**config.mk**
```make
export PLATFORM = sky130hd
export DESIGN_NAME = stc_timer
export DESIGN_NICKNAME = d
export VERILOG_FILES = /design/src/stc_pkg.sv /design/src/stc_timer.sv
export SDC_FILE = /design/constraint.sdc
export NUM_CORES = 1
export LEC_CHECK = 0
export CORE_MARGIN = 8
export CORE_UTILIZATION = 40
export DETAILED_ROUTE_END_ITERATION = 16
export DONT_BUFFER_PORTS = 1
export PLACE_DENSITY_LB_ADDON = 0.25
export SYNTH_ARGS = -nofsm -noshare
export SYNTH_HDL_FRONTEND = slang
export SYNTH_SLANG_ARGS = --single-unit
```
**constraint.sdc**
```tcl
create_clock -name clk -period 2.5 [get_ports clk]
set_input_delay 0 -clock clk [delete_from_list [all_inputs] [get_ports clk]]
set_output_delay 0 -clock clk [all_outputs]
set_load 0.02 [all_outputs]
```
**src/stc_pkg.sv**
```systemverilog
package stc_pkg;

	localparam int ADDR_W = 8;

	// register byte addresses on the bus
	localparam logic [7:0] OFF_CONTROL = 8'h00;
	localparam logic [7:0] OFF_COUNT_LOW = 8'h04;
	localparam logic [7:0] OFF_COUNT_HIGH = 8'h08;
	localparam logic [7:0] OFF_FLAGS_ONE = 8'h0c;
	localparam logic [7:0] OFF_ENABLES_ONE = 8'h10;

	// reset values
	localparam logic [7:0] CONTROL_RST = 8'h00;
	localparam logic [15:0] COUNT_RST = 16'h0000;
	localparam logic [7:0] HIGH_BUF_RST = 8'h00;

	// field positions
	localparam int OVF_FLAG_BIT = 0;
	localparam int OVF_IRQ_EN_BIT = 0;
	localparam logic [7:0] CONTROL_WMASK = 8'hbf;

	// compare unit mode that issues the special event trigger
	localparam logic [3:0] CMP_MODE_SPECIAL = 4'hb;

	// instruction cycle is four system clocks
	localparam logic [1:0] INSTR_DIV_LAST = 2'h3;

	localparam logic [15:0] COUNT_MAX = 16'hffff;

	localparam logic [1:0] RESP_OKAY = 2'h0;
	localparam logic [1:0] RESP_SLVERR = 2'h2;

	typedef struct packed {
		logic wideAccessEnable;
		logic unused6;
		logic [1:0] inputPrescaleSelect;
		logic lowPowerOscEnable;
		logic extSyncBypass;
		logic countSourceSelect;
		logic counterRun;
	} stc_control_t;

	typedef struct packed {
		logic [1:0] portCDirection;
		logic [1:0] pinLevel;
	} stc_pins_t;

endpackage

```
**src/stc_timer.sv**
```systemverilog
//////////////////////////////////////////////////////////////////////////////
// Behaviour
// - wide-access bit makes 16-bit atomic access
// - prescale field divides by 1,2,4,8
// - bit 3 enables low-power oscillator
// - bit 2 set counts external unsynchronised
// - internal source ignores synchronisation bit
// - bit 1 selects internal or external edge
// - bit 0 runs or stops counter
// - bit 6 reads as zero
// - internal source advances every instruction cycle
// - external source counts rising edges, oscillator
// - oscillator pins forced input, read zero
// - oscillator keeps running during sleep
// - count wraps FFFF to 0000, sets flag
// - interrupt only while enable bit set
// - special event trigger resets counter, starts conversion
// - trigger reset never sets overflow flag
// - trigger reset unreliable in asynchronous mode
// - counter write beats trigger reset
// - wide mode high address is buffer
// - wide low read copies high byte
// - wide low write loads high from buffer
// - only low write clears prescaler
//
// Implementation choices: the AXI4-Lite register port and the placing of the registers.
module stc_timer (
	// system
	input wire logic clk,
	input wire logic rst_n,
	// axi4-lite write address
	input wire logic [stc_pkg::ADDR_W-1:0] s_axi_awaddr,
	input wire logic s_axi_awvalid,
	output logic s_axi_awready,
	// axi4-lite write data
	input wire logic [31:0] s_axi_wdata,
	input wire logic [3:0] s_axi_wstrb,
	input wire logic s_axi_wvalid,
	output logic s_axi_wready,
	// axi4-lite write response
	output logic [1:0] s_axi_bresp,
	output logic s_axi_bvalid,
	input wire logic s_axi_bready,
	// axi4-lite read
	input wire logic [stc_pkg::ADDR_W-1:0] s_axi_araddr,
	input wire logic s_axi_arvalid,
	output logic s_axi_arready,
	output logic [31:0] s_axi_rdata,
	output logic [1:0] s_axi_rresp,
	output logic s_axi_rvalid,
	input wire logic s_axi_rready,
	// count inputs
	input wire logic externalCountPin,
	input wire logic oscInputPin,
	// compare unit
	input wire logic [3:0] compareModeSelect,
	input wire logic specialEventTrig,
	input wire logic adcEnabled,
	output logic adcStart,
	// port c pins shared with the oscillator
	input wire stc_pkg::stc_pins_t portPins,
	output logic [1:0] pinDirEff,
	output logic [1:0] pinReadEff,
	// oscillator and interrupt
	output logic oscRun,
	output logic overflowIrq
);
	import stc_pkg::*;

	function automatic logic [2:0] prescaleLast(input logic [1:0] sel);
		prescaleLast = 3'((4'h1 << sel) - 4'h1);
	endfunction

	function automatic logic mapped(input logic [7:0] a);
		mapped = (a == OFF_CONTROL) || (a == OFF_COUNT_LOW) || (a == OFF_COUNT_HIGH) ||
			(a == OFF_FLAGS_ONE) || (a == OFF_ENABLES_ONE);
	endfunction

	stc_control_t control_r;
	logic [15:0] count_r;
	logic [7:0] highBuf_r;
	logic [2:0] prescale_r;
	logic [1:0] instrDiv_r;
	logic overflowFlag_r;
	logic overflowIrqEn_r;
	logic syncA_r, syncB_r, syncPrev_r, asyncPrev_r;

	logic awHeld_r, wHeld_r;
	logic [7:0] awAddr_r;
	logic [31:0] wData_r;
	logic [3:0] wStrb_r;
	logic awready_r, wready_r, bvalid_r, arready_r, rvalid_r;
	logic [1:0] bresp_r, rresp_r;
	logic [31:0] rdata_r;
	logic adcStart_r, oscRun_r, overflowIrq_r;
	logic [1:0] pinDirEff_r, pinReadEff_r;

	//////////////////////////////////////////////////////////////////////////////
	// bus decode

	logic doWrite, byteWr, lowWr, highWr, ctrlWr, flagsWr, enWr;
	logic doRead, lowRd;
	logic [7:0] wByte;

	assign doWrite = awHeld_r && wHeld_r && !bvalid_r;
	assign byteWr = doWrite && wStrb_r[0];
	assign wByte = wData_r[7:0];
	assign lowWr = byteWr && (awAddr_r == OFF_COUNT_LOW);
	assign highWr = byteWr && (awAddr_r == OFF_COUNT_HIGH);
	assign ctrlWr = byteWr && (awAddr_r == OFF_CONTROL);
	assign flagsWr = byteWr && (awAddr_r == OFF_FLAGS_ONE);
	assign enWr = byteWr && (awAddr_r == OFF_ENABLES_ONE);
	assign doRead = s_axi_arvalid && arready_r;
	assign lowRd = doRead && (s_axi_araddr == OFF_COUNT_LOW);

	//////////////////////////////////////////////////////////////////////////////
	// count source and prescaler

	logic srcLevel, syncEdge, asyncEdge, instrTick, countTick, incEn, asyncMode, trigReset;

	// the oscillator, when on, drives the count input in place of the pin
	assign srcLevel = control_r.lowPowerOscEnable ? oscInputPin : externalCountPin;
	assign syncEdge = syncB_r && !syncPrev_r;
	assign asyncEdge = srcLevel && !asyncPrev_r;
	assign instrTick = (instrDiv_r == INSTR_DIV_LAST);
	assign asyncMode = control_r.countSourceSelect && control_r.extSyncBypass;

	always_comb begin
		if (!control_r.countSourceSelect) begin
			countTick = instrTick;
		end else if (control_r.extSyncBypass) begin
			countTick = asyncEdge;
		end else begin
			countTick = syncEdge;
		end
	end

	assign incEn = control_r.counterRun && countTick &&
		(prescale_r == prescaleLast(control_r.inputPrescaleSelect));

	// the reset is withheld in asynchronous counting; software must not rely on it there
	assign trigReset = specialEventTrig && (compareModeSelect == CMP_MODE_SPECIAL) && !asyncMode;

	always_ff @(posedge clk) begin
		if (!rst_n) begin
			instrDiv_r <= 2'h0;
		end else begin
			instrDiv_r <= 2'(instrDiv_r + 2'h1);
		end
	end

	always_ff @(posedge clk) begin
		if (!rst_n) begin
			syncA_r <= 1'b0;
			syncB_r <= 1'b0;
			syncPrev_r <= 1'b0;
			asyncPrev_r <= 1'b0;
		end else begin
			syncA_r <= srcLevel;
			syncB_r <= syncA_r;
			syncPrev_r <= syncB_r;
			asyncPrev_r <= srcLevel;
		end
	end

	always_ff @(posedge clk) begin
		if (!rst_n) begin
			prescale_r <= 3'h0;
		end else if (lowWr) begin
			prescale_r <= 3'h0;
		end else if (control_r.counterRun && countTick) begin
			if (prescale_r >= prescaleLast(control_r.inputPrescaleSelect)) begin
				prescale_r <= 3'h0;
			end else begin
				prescale_r <= 3'(prescale_r + 3'h1);
			end
		end
	end

	//////////////////////////////////////////////////////////////////////////////
	// counter, high buffer, flags

	always_ff @(posedge clk) begin
		if (!rst_n) begin
			count_r <= COUNT_RST;
		end else if (lowWr) begin
			if (control_r.wideAccessEnable) begin
				count_r <= {highBuf_r, wByte};
			end else begin
				count_r <= {count_r[15:8], wByte};
			end
		end else if (highWr && !control_r.wideAccessEnable) begin
			count_r <= {wByte, count_r[7:0]};
		end else if (trigReset) begin
			count_r <= COUNT_RST;
		end else if (incEn) begin
			count_r <= 16'(count_r + 16'h0001);
		end
	end

	always_ff @(posedge clk) begin
		if (!rst_n) begin
			highBuf_r <= HIGH_BUF_RST;
		end else if (highWr && control_r.wideAccessEnable) begin
			highBuf_r <= wByte;
		end else if (lowRd && control_r.wideAccessEnable) begin
			highBuf_r <= count_r[15:8];
		end
	end

	logic wrapEvent;
	// a wrap only counts when the increment really lands; writes and trigger resets win
	// a wide-mode high write only touches the buffer, so the increment still lands then
	assign wrapEvent = incEn && (count_r == COUNT_MAX) && !lowWr &&
		!(highWr && !control_r.wideAccessEnable) && !trigReset;

	always_ff @(posedge clk) begin
		if (!rst_n) begin
			overflowFlag_r <= 1'b0;
		end else if (wrapEvent) begin
			overflowFlag_r <= 1'b1;
		end else if (flagsWr) begin
			overflowFlag_r <= wByte[OVF_FLAG_BIT];
		end
	end

	always_ff @(posedge clk) begin
		if (!rst_n) begin
			overflowIrqEn_r <= 1'b0;
		end else if (enWr) begin
			overflowIrqEn_r <= wByte[OVF_IRQ_EN_BIT];
		end
	end

	always_ff @(posedge clk) begin
		if (!rst_n) begin
			control_r <= CONTROL_RST;
		end else if (ctrlWr) begin
			control_r <= wByte & CONTROL_WMASK;
		end
	end

	//////////////////////////////////////////////////////////////////////////////
	// side outputs

	always_ff @(posedge clk) begin
		if (!rst_n) begin
			overflowIrq_r <= 1'b0;
			adcStart_r <= 1'b0;
			oscRun_r <= 1'b0;
			pinDirEff_r <= 2'h3;
			pinReadEff_r <= 2'h0;
		end else begin
			overflowIrq_r <= overflowFlag_r && overflowIrqEn_r;
			adcStart_r <= specialEventTrig && (compareModeSelect == CMP_MODE_SPECIAL) && adcEnabled;
			// no sleep gating: the oscillator follows its enable alone
			oscRun_r <= control_r.lowPowerOscEnable;
			if (control_r.lowPowerOscEnable) begin
				pinDirEff_r <= 2'h3;
				pinReadEff_r <= 2'h0;
			end else begin
				pinDirEff_r <= portPins.portCDirection;
				pinReadEff_r <= portPins.pinLevel;
			end
		end
	end

	//////////////////////////////////////////////////////////////////////////////
	// axi4-lite write channel: one write in flight

	always_ff @(posedge clk) begin
		if (!rst_n) begin
			awHeld_r <= 1'b0;
			wHeld_r <= 1'b0;
			awAddr_r <= 8'h00;
			wData_r <= 32'h00000000;
			wStrb_r <= 4'h0;
			awready_r <= 1'b1;
			wready_r <= 1'b1;
			bvalid_r <= 1'b0;
			bresp_r <= RESP_OKAY;
		end else begin
			if (s_axi_awvalid && awready_r) begin
				awHeld_r <= 1'b1;
				awAddr_r <= s_axi_awaddr;
				awready_r <= 1'b0;
			end
			if (s_axi_wvalid && wready_r) begin
				wHeld_r <= 1'b1;
				wData_r <= s_axi_wdata;
				wStrb_r <= s_axi_wstrb;
				wready_r <= 1'b0;
			end
			if (doWrite) begin
				awHeld_r <= 1'b0;
				wHeld_r <= 1'b0;
				bvalid_r <= 1'b1;
				bresp_r <= mapped(awAddr_r) ? RESP_OKAY : RESP_SLVERR;
			end
			if (bvalid_r && s_axi_bready) begin
				bvalid_r <= 1'b0;
				awready_r <= 1'b1;
				wready_r <= 1'b1;
			end
		end
	end

	//////////////////////////////////////////////////////////////////////////////
	// axi4-lite read channel

	logic [7:0] rdByte;
	always_comb begin
		case (s_axi_araddr)
			OFF_CONTROL: rdByte = control_r;
			OFF_COUNT_LOW: rdByte = count_r[7:0];
			OFF_COUNT_HIGH: rdByte = control_r.wideAccessEnable ? highBuf_r : count_r[15:8];
			OFF_FLAGS_ONE: rdByte = {7'h00, overflowFlag_r};
			OFF_ENABLES_ONE: rdByte = {7'h00, overflowIrqEn_r};
			default: rdByte = 8'h00;
		endcase
	end

	always_ff @(posedge clk) begin
		if (!rst_n) begin
			arready_r <= 1'b1;
			rvalid_r <= 1'b0;
			rdata_r <= 32'h00000000;
			rresp_r <= RESP_OKAY;
		end else if (doRead) begin
			arready_r <= 1'b0;
			rvalid_r <= 1'b1;
			rdata_r <= {24'h000000, rdByte};
			rresp_r <= mapped(s_axi_araddr) ? RESP_OKAY : RESP_SLVERR;
		end else if (rvalid_r && s_axi_rready) begin
			rvalid_r <= 1'b0;
			arready_r <= 1'b1;
		end
	end

	assign s_axi_awready = awready_r;
	assign s_axi_wready = wready_r;
	assign s_axi_bvalid = bvalid_r;
	assign s_axi_bresp = bresp_r;
	assign s_axi_arready = arready_r;
	assign s_axi_rvalid = rvalid_r;
	assign s_axi_rdata = rdata_r;
	assign s_axi_rresp = rresp_r;
	assign adcStart = adcStart_r;
	assign oscRun = oscRun_r;
	assign overflowIrq = overflowIrq_r;
	assign pinDirEff = pinDirEff_r;
	assign pinReadEff = pinReadEff_r;

endmodule // stc_timer

```
* Yosys cells after proc, flatten, opt, wreduce, memory -nomap -nowiden
Cells that the tools add are included.
** Word-level totals
- Register bits :: 84
- Input bits :: 71
** Cells by class
- Add/sub/neg operators :: 4
- Order comparisons :: 1
- Equal/unequal tests :: 14
- Shift-type cells :: 1
- Multiplexer cells :: 21
- Bitwise gates (word level) :: 1
- Reductions and logical operators :: 59
** Operator list (number)
- 16-bit 2-to-1 mux :: 5
- 8-bit one-hot mux with 5 select lines :: 1
- 8-bit by 4-bit == test with 1-bit output (second input constant) :: 4
- 1-bit logical AND :: 30
- 8-bit 2-to-1 mux :: 3
- 16-bit by 1-bit adder with 16-bit output (second input constant) :: 1
- 16-bit == test (second input constant) :: 1
- 8-bit by 3-bit == test with 1-bit output (second input constant) :: 2
- 8-bit by 5-bit == test with 1-bit output (second input constant) :: 2
- 8-bit logical NOT :: 2
- 1-bit 2-to-1 mux :: 9
- 1-bit logical NOT :: 8
- 1-bit logical OR :: 8
- 2-bit OR reduction :: 4
- 2-bit nonzero test :: 3
- 4-bit == test (second input constant) :: 1
- 2-bit 2-to-1 mux :: 2
- 2-bit != test (second input constant) :: 2
- 2-bit AND reduction :: 2
- 4-bit nonzero test :: 1
- 3-bit by 1-bit adder with 3-bit output (second input constant) :: 1
- 3-bit == test :: 1
- 3-bit >= comparator :: 1
- 3-bit 2-to-1 mux :: 1
- other kinds (6) :: 6

* Depth between registers and ports, before layout
Gate-level depths: netlist of run 1.
- Word-level depth :: 11
- Depth in mapped cells :: 8
- Gate-level depth less buffers :: 8

* Least setup slack after synthesis of run 1
No wires, ideal clock.
- Path kind :: register to register
- From :: reg control_r[4] in the netlist's numbering
- To :: reg prescale_r[2]
- Library setup time :: 0.070 ns
- Arrival :: 2.024 ns
- Required time :: 2.430 ns
- Slack :: 0.406 ns
- Cell stages (with the launch flop) :: 9
- Period minus slack after synthesis :: 2.094 ns
- Path through :: dfxtp_1 or2_2 ha_1 nand2b_1 a21o_1 a21oi_1 nand3_1 or3b_2 a21oi_1
** On the way
- Longest elaborated chain between the ends :: 4
** RTL lines
- start, declared :: line stc_timer.sv:79 : stc_control_t control_r;
- start signal, assigned :: line stc_timer.sv:239 : control_r <= wByte & CONTROL_WMASK;
- 1-bit by 2-bit left shift with 3-bit output :: line stc_timer.sv:71 : prescaleLast = 3'((4'h1 << sel) - 4'h1);
- 3-bit by 1-bit subtractor with 3-bit output :: line stc_timer.sv:71
- 3-bit >= comparator :: line stc_timer.sv:172 : if (prescale_r >= prescaleLast(control_r.inputPrescaleSelect)) begin
- 3-bit 2-to-1 mux :: line stc_timer.sv:172
- end signal, assigned :: line stc_timer.sv:175 : prescale_r <= 3'(prescale_r + 3'h1);
- end, declared :: line stc_timer.sv:82 : logic [2:0] prescale_r;
No other way between the ends.
A chain may end at the register's enable or synchronous reset.

==> impl_metrics.env, run 1 <==
export IMPL_io_buffer_count=0
export IMPL_fin_worst_skew_ns=0.00642
export IMPL_fp_dieW_um=119
export IMPL_crit_arrival_ns=2.62
export IMPL_design_core_area_um2=10300
export IMPL_drc=0
export IMPL_r2r_setup_slack_ns=0.21
export IMPL_dieArea_um2=14200
export IMPL_rows=37
export IMPL_grt_busiest_layer="met2"
export IMPL_relSlewSlack=0.359
export IMPL_cts_tree="done"
export IMPL_power_share_sequential=0.519
export IMPL_fillers=1022
export IMPL_insertion_delay_ns=0.35
export IMPL_vias=3824
export IMPL_fin_crit_sh=0.927
export IMPL_sw_frac_of_total=0.253
export IMPL_yosysUniqueCellTypes=60
export IMPL_wirelength_um=12200
export IMPL_p_int_mw=2.02
export IMPL_critical_path_startpoint_type="input pin"
export IMPL_grt_use_met1=0.216
export IMPL_power_leakage_nw=1.85
export IMPL_grt_usage=0.172
export IMPL_cts_root_buffer="clkbuf_8"
export IMPL_comb_power_share=0.087
export IMPL_finalSetupTns_ns=0
export IMPL_maxCapViolCount=0
export IMPL_power_density_nw_per_um2=545
export IMPL_path_buf_inv=3
export IMPL_slowest_delay_ns=1.16
export IMPL_place_gp_congestion=0.967
export IMPL_async_flop_share=0
export IMPL_slew_violations=0
export IMPL_worstRegToRegCells=8
export IMPL_pwr_share_clk=0.395
export IMPL_critPathCaptureType="flop"
export IMPL_clk_path_buf_depth=2
export IMPL_drive_gt1_frac=0.0967
export IMPL_cts_sinks=82
export IMPL_rsz0062_at_grt="false"
export IMPL_cts_buffers=9
export IMPL_synth_edf_count=0
export IMPL_setup_viol=0
export IMPL_overflow=0
export IMPL_yosysWarnings=0
export IMPL_nets=642
export IMPL_use_met3=0.0543
export IMPL_io_pins=119
export IMPL_ir_worst_vdd_uv=505
export IMPL_synthCells=523
export IMPL_synth_area_per_cell_um2=8.14
export IMPL_wire_per_inst_um=17.2
export IMPL_initial_core_util=0.413
export IMPL_dr_pass1_iters=4
export IMPL_yosysSeqAreaShare=0.385
export IMPL_hp_start="s_axi_wvalid"
export IMPL_initialDrtViolationCount=342
export IMPL_startpoint="rst_n"
export IMPL_antenna_found_initial=0
export IMPL_viasPerCell=5.42
export IMPL_r2r_end="prescale_r[2]$_SDFFE_PP0N_"
export IMPL_ant_nets=0
export IMPL_clk_pin_slew_ns=0.09
export IMPL_worstReg2RegStart="control_r[4]$_SDFFE_PN0P_"
export IMPL_fp_dieH_um=119
export IMPL_fin_crit_ns=2.32
export IMPL_power_switching_mw=0.682
export IMPL_syn_to_final_growth_pct=16.3
export IMPL_synth_seq_cells=82
export IMPL_tightest_slew_ns=0.959
export IMPL_grt_pass1_wl_um=19900
export IMPL_cp_max_fo=24
export IMPL_min_path_cells=3
export IMPL_cts_htree_levels=3
export IMPL_cp_slowest_cell="dlygate4sd3_1"
export IMPL_final_util=0.480
export IMPL_power_mw=2.70
export IMPL_cp_top_family="buffers and inverters"
export IMPL_finalHoldViolations=0
export IMPL_grt_pass1_vias=3793
export IMPL_min_to="wStrb_r[0]$_SDFFE_PN0P_"
export IMPL_synth_main_ff_cell="dfxtp_1"
export IMPL_clock_fmax_mhz=431
export IMPL_crit_chain="dlygate4sd3_1 > nand3_1 > dlygate4sd3_1 > o21ai_0 > dlygate4sd3_1"
export IMPL_path_class="input pin to flop"
export IMPL_grt_max_degree=25
export IMPL_outcome="finished, final reports clean"
export IMPL_hp_class="input pin to flop"
export IMPL_required_ns=2.80
export IMPL_diodes=0
export IMPL_syn_area_um2=4260
export IMPL_met2_usage=0.262
export IMPL_dp_hpwl_um=8660
export IMPL_cp_common_cell="dlygate4sd3_1"
[worst max path at each step]
stage	endpoint	slack, ns	cells after the start
floorplan	prescale_r[2]$_SDFFE_PP0N_	0.41	8
global route	s_axi_rdata[0]$_SDFFE_PN0P_	0.02	5
finish	s_axi_rdata[0]$_SDFFE_PN0P_	0.18	5
detailed placement	prescale_r[2]$_SDFFE_PP0N_	0.25	8
CTS	prescale_r[2]$_SDFFE_PP0N_	0.22	8
global placement	prescale_r[2]$_SDFFE_PP0N_	0.32	8
[sequential cells by signal, indices dropped and copies added, names as in the netlist, 3 cells and up]
name         flops
awAddr_r         8
control_r        7
count_r         16
highBuf_r        8
prescale_r       3
s_axi_rdata      8
wData_r          8
[synth_stat cells (6+ instances only)]
| cell type | number | area [um^2] |
|---|---|---|
| nor3_1 | 10 | 50.1 |
| o21ai_0 | 34 | 170 |
| dfxtp_1 | 82 | 1640 |
| nand2_1 | 63 | 236 |
| mux2i_1 | 17 | 170 |
| a211oi_2 | 7 | 87.6 |
| a22oi_1 | 11 | 82.6 |
| nand3_1 | 26 | 130 |
| inv_1 | 15 | 56.3 |
| clkbuf_1 | 19 | 71.3 |
| ha_1 | 6 | 75.1 |
| buf_4 | 26 | 195 |
| nand4_1 | 6 | 37.5 |
| nor2_1 | 39 | 146 |
| a21oi_1 | 59 | 295 |
| and2_1 | 10 | 62.6 |
[power groups by stage]
stage               clock [mW]  sequential (mW)  combinational (mW)
floorplan                    0             1.41               0.185
CTS                       1.10             1.40               0.230
global placement             0             1.43               0.166
global route              1.15             1.41               0.260
detailed placement           0             1.43               0.170
finish                    1.07             1.40               0.234
[timing repair]
item | in CTS | in global routing
endpoints found under the hold margin | 57 | 0
setup endpoints to repair | 0 | 0
hold buffers | 42 | 0
buffers inserted | 0 | 0
resized for setup | 0 | 0
[cell families (layout without fill, tap and decap cells)]
kind of cell,count (synthesis),count (layout),share of synthesized area
and+or+nand+nor,189,189,0.219
DFF,82,82,0.385
adders and majority gates,6,6,0.0176
muxes,18,18,0.0426
AOI/OAI and AO/OA,147,147,0.220
buffers and inverters,71,92,0.0961
other,1,26,0.000880
xor gates and xnor gates,9,9,0.0185
[metrics by stage]
step | hold WS, ns | instances | setup WS, ns | instance area, um^2
after floorplan | 0.0988 | 548 | 0.406 | 4350
after global placement | 0.0904 | 648 | 0.318 | 4320
after detailed placement | 0.107 | 648 | 0.246 | 4320
after CTS | 0.0224 | 705 | 0.221 | 4950
after global routing | 0.0620 | 705 | 0.0165 | 4950
final | 0.0371 | 705 | 0.182 | 4950
[layout by cell type (no fill, tap or decap), types with 5 or more instances in the layout]
| cell | instances |
|---|---|
| a22oi_1 | 11 |
| and2_1 | 10 |
| nor3_1 | 10 |
| nand2_1 | 63 |
| nand2b_1 | 5 |
| nand3_1 | 26 |
| a211oi_2 | 7 |
| nand4_1 | 6 |
| dlygate4sd3_1 | 42 |
| buf_4 | 19 |
| o21ai_0 | 34 |
| mux2i_1 | 17 |
| xnor2_1 | 5 |
| a31oi_1 | 5 |
| nor2_1 | 39 |
| nand3b_1 | 5 |
| inv_1 | 14 |
| a21oi_1 | 59 |
| clkbuf_8 | 10 |
| dfxtp_1 | 82 |
| conb_1 | 26 |
| ha_1 | 6 |
[layer usage]
layer	routed length (um)	share of wire
met1	5370	0.44
met2	5380	0.44
met3	1030	0.085
met4	367	0.030
met5	0	0
[area by class of cell]
type,instances,area (um^2),share of cell area
multi-input cells,395,2300,0.465
inverters,16,60.1,0.0121
well taps,136,170,0.0344
clock buffers,10,138,0.0278
clock inverters,5,78.8,0.0159
repair buffers,61,563,0.114
flip-flops and latches,82,1640,0.331
[worst min-delay path, delay by kind of cell]
family,cells,cell delay [ns]
AO/OA/AOI/OAI,1,0.05
AND/OR/NAND/NOR,2,0.28
(Power assumes the default switching activity.)
==> inputs of run 2 (changes only) <==
ABC_AREA = 1   (was unset)
clock period = 2.95 ns   (was 2.5 ns; I/O delays follow)
==> impl_metrics.env, run 2 <==
export IMPL_cp_slowest_cell="dfxtp_1"
export IMPL_dp_hpwl_um=9470
export IMPL_ir_worst_vdd_uv=350
export IMPL_fp_dieW_um=122
export IMPL_hp_class="input pin to flop"
export IMPL_relSlewSlack=0.401
export IMPL_dp_cells=792
export IMPL_power_share_sequential=0.452
export IMPL_synth_main_ff_cell="dfxtp_1"
export IMPL_post_cts_repair_setup_buffers=0
export IMPL_setup_viol=0
export IMPL_synth_top_area_cell="dfxtp_1"
export IMPL_fillers=1180
export IMPL_final_util=0.461
export IMPL_finalHoldViolations=0
export IMPL_yosysWarnings=0
export IMPL_fin_crit_ns=2.14
export IMPL_viasPerCell=5.13
export IMPL_fp_dieH_um=122
export IMPL_synth_most_common_cell="nand2_1"
export IMPL_slew_violations=0
export IMPL_vias=4301
export IMPL_critical_path_startpoint_type="flop"
export IMPL_ant_nets=0
export IMPL_power_leakage_nw=2.29
export IMPL_clk_path_buf_depth=2
export IMPL_power_density_nw_per_um2=514
export IMPL_nets=769
export IMPL_synth_edf_count=0
export IMPL_insertion_delay_ns=0.33
export IMPL_grt_pass1_vias=4018
export IMPL_path_class="flop to flop"
export IMPL_syn_to_final_growth_pct=14.3
export IMPL_drive_gt1_frac=0.0690
export IMPL_tightest_slew_ns=0.897
export IMPL_cp_top_family="simple AND/OR/NAND/NOR gates"
export IMPL_cts_root_buffer="clkbuf_16"
export IMPL_crit_arrival_ns=2.36
export IMPL_clock_fmax_mhz=467
export IMPL_final_common_cell="nand2_1"
export IMPL_fin_worst_skew_ns=0.00347
export IMPL_yosysUniqueCellTypes=35
export IMPL_io_pins=119
export IMPL_yosysSeqAreaShare=0.363
export IMPL_crit_chain="nand2_1 > inv_1 > nand3_1 > nand2_2 > o21ai_0 > a21oi_1 > nor2_1"
export IMPL_finalSetupTns_ns=0
export IMPL_clk_pin_slew_ns=0.06
export IMPL_sw_frac_of_total=0.242
export IMPL_place_gp_congestion=0.913
export IMPL_netlist_top_cells_count="138 x nand2_1, 91 x nor2_1, 82 x dfxtp_1"
export IMPL_required_ns=3.17
export IMPL_maxCapViolCount=0
export IMPL_synth_area_per_cell_um2=6.77
export IMPL_seqCellArea_um2=1640
export IMPL_antenna_found_initial=0
export IMPL_grt_max_degree=52
export IMPL_multiInputGateArea_um2=2410
export IMPL_design_core_area_um2=11200
export IMPL_dieArea_um2=15000
export IMPL_outcome="finished, final reports clean"
export IMPL_fin_cells=839
export IMPL_syn_area_um2=4520
export IMPL_comb_power_share=0.094
export IMPL_power_switching_mw=0.642
export IMPL_grt_pass1_wl_um=20400
export IMPL_path_buf_inv=1
export IMPL_rows=39
export IMPL_setup_ws_ns=0.808
export IMPL_critPathCaptureType="flop"
export IMPL_cts_htree_levels=3
export IMPL_synth_area_leaders="dfxtp_1 36%, nand2_1 11%, nor2_1 7.6%"
export IMPL_p_int_mw=2.02
export IMPL_diodes=0
export IMPL_rsz0062_at_grt="false"
export IMPL_final_cell_mix="138 x nand2_1, 91 x nor2_1, 82 x dfxtp_1"
export IMPL_cp_max_fo=11
export IMPL_cts_sinks=82
export IMPL_largest_reg_flops=16
export IMPL_overflow=0
export IMPL_drc=0
export IMPL_detailedPlace_worstSlack_ns=0.834
export IMPL_dr_pass1_iters=5
export IMPL_regMostFlops="count_r"
export IMPL_initial_core_util=0.403
export IMPL_synth_seq_cells=82
export IMPL_wire_per_inst_um=15.4
export IMPL_initialDrtViolationCount=274
export IMPL_wirelength_um=12900
export IMPL_io_buffer_count=0
export IMPL_cts_tree="done"
export IMPL_fin_crit_sh=0.726
export IMPL_grt_usage=0.173
export IMPL_async_flop_share=0
export IMPL_cts_buffers=9
export IMPL_slowest_delay_ns=0.47
export IMPL_yosysTopAreaCellShare=0.363
export IMPL_pwr_share_clk=0.454
export IMPL_synthCells=668
-- run 2: cell families after synthesis --
| family | synth area share |
|---|---|
| compound gates | 0.156 |
| xor+xnor | 0.0116 |
| fa+ha+maj | 0.0166 |
| buf+inv | 0.125 |
| flops | 0.363 |
| other cells | 0.000829 |
| simple gates | 0.327 |
-- run 2: what timing repair did --
item | 4_1_cts | 5_1_grt
gates resized for setup | 0 | 0
hold endpoints to repair | 64 | 0
setup endpoints to repair | 0 | 0
hold buffers | 32 | 0
-- run 2: area by class of cell --
cell class                 count  share of cell area
timing repair buffer          34              0.0668
multi-input combinational    492               0.466
tap                          143              0.0346
sequential                    82               0.318
clock buffer                  13              0.0504
clock inverter                 2              0.0116
inverter                      73              0.0530
-- run 2: worst paths after layout --
kind	slack [ns]	to	from	cells past startpoint
setup / recovery	0.81	highBuf_r[0]$_SDFFE_PN0P_	s_axi_arready$_SDFFE_PN1P_	7
hold / removal	0.06	s_axi_rresp[1]$_SDFFE_PN0P_	s_axi_araddr[0]	4
setup reg to reg	0.81	highBuf_r[0]$_SDFFE_PN0P_	s_axi_arready$_SDFFE_PN1P_	7
hold reg to reg	0.42	instrDiv_r[0]$_SDFF_PN0_	instrDiv_r[0]$_SDFF_PN0_	1
-- run 2: layer usage --
metal / GRT usage / vias to the layer above / part of all wire
met2: 0.284 / 154 / 0.45
li1: - / 2168 / -
met4: 0.0609 / 0 / 0.022
met5: 0 / - / 0
met1: 0.212 / 1957 / 0.44
met3: 0.0478 / 22 / 0.085
-- run 2: per-stage QoR --
step           power [mW]  instance area (um^2)  hold slack (ns)
2_1_floorplan        1.42                  4620            0.107
3_3_place_gp         1.42                  4520           0.0789
3_5_place_dp         1.43                  4520           0.0836
4_1_cts              2.68                  5170           0.0569
5_1_grt              2.77                  5170           0.0778
6_report             2.66                  5170           0.0646
-- run 2: power by group through the flow --
stage               logic (mW)  registers (mW)  clock network (mW)
floorplan                0.201            1.21                   0
global placement         0.197            1.22                   0
detailed placement       0.201            1.23                   0
CTS                      0.247            1.20                1.23
global route             0.278            1.21                1.28
finish                   0.250            1.20                1.21
-- run 2: worst register-to-register path, cell delays in order, from the launching register on --
cell and delay (ns):
dfxtp_1 0.47, nand2_1 0.29, inv_1 0.33, nand3_1 0.32, nand2_2 0.27, o21ai_0 0.14, a21oi_1 0.15, nor2_1 0.06
==> inputs of run 3 (changes only) <==
clock period = 1.9 ns   (was 2.95 ns; I/O delays follow)
==> impl_metrics.env, run 3 (synthesis results as in run 2) <==
export IMPL_ant_nets=0
export IMPL_maxCapViolCount=0
export IMPL_comb_power_share=0.104
export IMPL_rsz0062_at_grt="false"
export IMPL_dp_cells=808
export IMPL_path_class="flop to flop"
export IMPL_initialDrtViolationCount=307
export IMPL_grt_usage=0.179
export IMPL_io_pins=119
export IMPL_insertion_delay_ns=0.34
export IMPL_drive_gt1_frac=0.0937
export IMPL_clk_pin_slew_ns=0.06
export IMPL_setup_viol=0
export IMPL_pwr_share_clk=0.428
export IMPL_multiInputGateArea_um2=2450
export IMPL_nets=788
export IMPL_place_gp_congestion=0.910
export IMPL_rows=39
export IMPL_fin_crit_ns=1.77
export IMPL_clk_path_buf_depth=2
export IMPL_antenna_found_initial=0
export IMPL_fin_crit_sh=0.931
export IMPL_drc=0
export IMPL_dpl_cell_area_um2=4640
export IMPL_grt_pass1_vias=4230
export IMPL_syn_to_final_growth_pct=17.7
export IMPL_required_ns=2.12
export IMPL_grt_max_degree=52
export IMPL_finalHoldViolations=0
export IMPL_final_cell_mix="138 x nand2_1, 91 x nor2_1, 82 x dfxtp_1"
export IMPL_largest_reg_flops=16
export IMPL_p_int_mw=2.94
export IMPL_wirelength_um=13200
export IMPL_viasPerCell=5.16
export IMPL_design_core_area_um2=11200
export IMPL_fin_cells=858
export IMPL_grt_pass1_wl_um=21100
export IMPL_dr_pass1_iters=4
export IMPL_wl_met2_um=6060
export IMPL_fillers=1170
export IMPL_cp_max_fo=13
export IMPL_slew_violations=0
export IMPL_whs_ns=0.0293
export IMPL_dp_hpwl_um=9820
export IMPL_vias=4427
export IMPL_power_switching_mw=1.04
export IMPL_regMostFlops="count_r"
export IMPL_post_cts_repair_setup_buffers=0
export IMPL_tightest_slew_ns=0.562
export IMPL_sw_frac_of_total=0.262
export IMPL_cts_htree_levels=3
export IMPL_ir_worst_vdd_uv=539
export IMPL_fp_dieH_um=122
export IMPL_power_density_nw_per_um2=748
export IMPL_critPathCaptureType="flop"
export IMPL_wl_met1_um=5760
export IMPL_power_leakage_nw=2.37
export IMPL_relSlewSlack=0.625
export IMPL_fp_dieW_um=122
export IMPL_final_area_um2=5320
export IMPL_finalSetupTns_ns=0
export IMPL_initial_core_util=0.403
export IMPL_clock_fmax_mhz=565
export IMPL_seqCellArea_um2=1640
export IMPL_power_share_sequential=0.467
export IMPL_hp_class="input pin to flop"
export IMPL_routed_wl_met3_um=1130
export IMPL_fin_worst_skew_ns=0.00754
export IMPL_final_common_cell="nand2_1"
export IMPL_crit_arrival_ns=1.99
export IMPL_cts_buffers=9
export IMPL_critical_path_startpoint_type="flop"
export IMPL_dieArea_um2=15000
export IMPL_outcome="finished, final reports clean"
export IMPL_cts_sinks=82
export IMPL_overflow=0
export IMPL_io_buffer_count=0
export IMPL_cts_root_buffer="clkbuf_16"
export IMPL_power_mw=3.98
export IMPL_cts_tree="done"
export IMPL_dr_max_layer_used="met4"
export IMPL_wire_per_inst_um=15.4
export IMPL_diodes=0
[run 3: final timing paths]
check | from | endpoint | slack (ns) | depth (start not counted)
worst max-delay path | s_axi_wready$_SDFFE_PP1P_ | wData_r[2]$_SDFFE_PN0P_ | 0.13 | 5
worst min-delay path | s_axi_arvalid | s_axi_rvalid$_SDFFE_PN0P_ | 0.03 | 3
worst max register to register | s_axi_wready$_SDFFE_PP1P_ | wData_r[2]$_SDFFE_PN0P_ | 0.13 | 5
worst min register to register | instrDiv_r[0]$_SDFF_PN0_ | instrDiv_r[0]$_SDFF_PN0_ | 0.42 | 1
[run 3: repair_timing]
action	in CTS	in global routing
hold buffers	35	0
gates resized for setup	0	7
setup endpoints to repair	0	16
endpoints found under the hold margin	64	0
[run 3: cell type report]
type / instances / area share
Inverter: 73 / 0.0515
Sequential cell: 82 / 0.308
Timing Repair Buffer: 53 / 0.0931
Multi-Input combinational cell: 492 / 0.460
Tap cell: 143 / 0.0336
Clock inverter: 5 / 0.0106
Clock buffer: 10 / 0.0430
[run 3: routing by layer]
| layer | vias up | global-route usage |
|---|---|---|
| li1 | 2198 | - |
| met1 | 2044 | 0.221 |
| met4 | 0 | 0.0655 |
| met5 | - | 0 |
| met2 | 161 | 0.296 |
| met3 | 24 | 0.0437 |
[run 3: critical path, cell delays in order, from the launching register on]
cell           delay (ns)
dfxtp_1              0.47
nand2_1              0.20
buf_4                0.22
o21ai_0              0.15
a21oi_1              0.05
dlygate4sd3_1        0.55
[run 3: power groups by stage]
stage	combinational, mW	clock, mW	sequential, mW
2_1_floorplan	0.313	0	1.89
3_3_place_gp	0.326	0	1.90
3_5_place_dp	0.332	0	1.90
4_1_cts	0.409	1.74	1.86
5_1_grt	0.461	1.80	1.87
6_report	0.415	1.71	1.86
[run 3: per-stage QoR]
| stage | worst slack [ns] | util |
|---|---|---|
| floorplan | 0.213 | - |
| CTS | 0.0107 | 0.471 |
| global route | 0.0201 | 0.474 |
| detailed placement | 0.0288 | 0.413 |
| global placement | 0.0629 | 0.413 |
| finish | 0.131 | 0.474 |
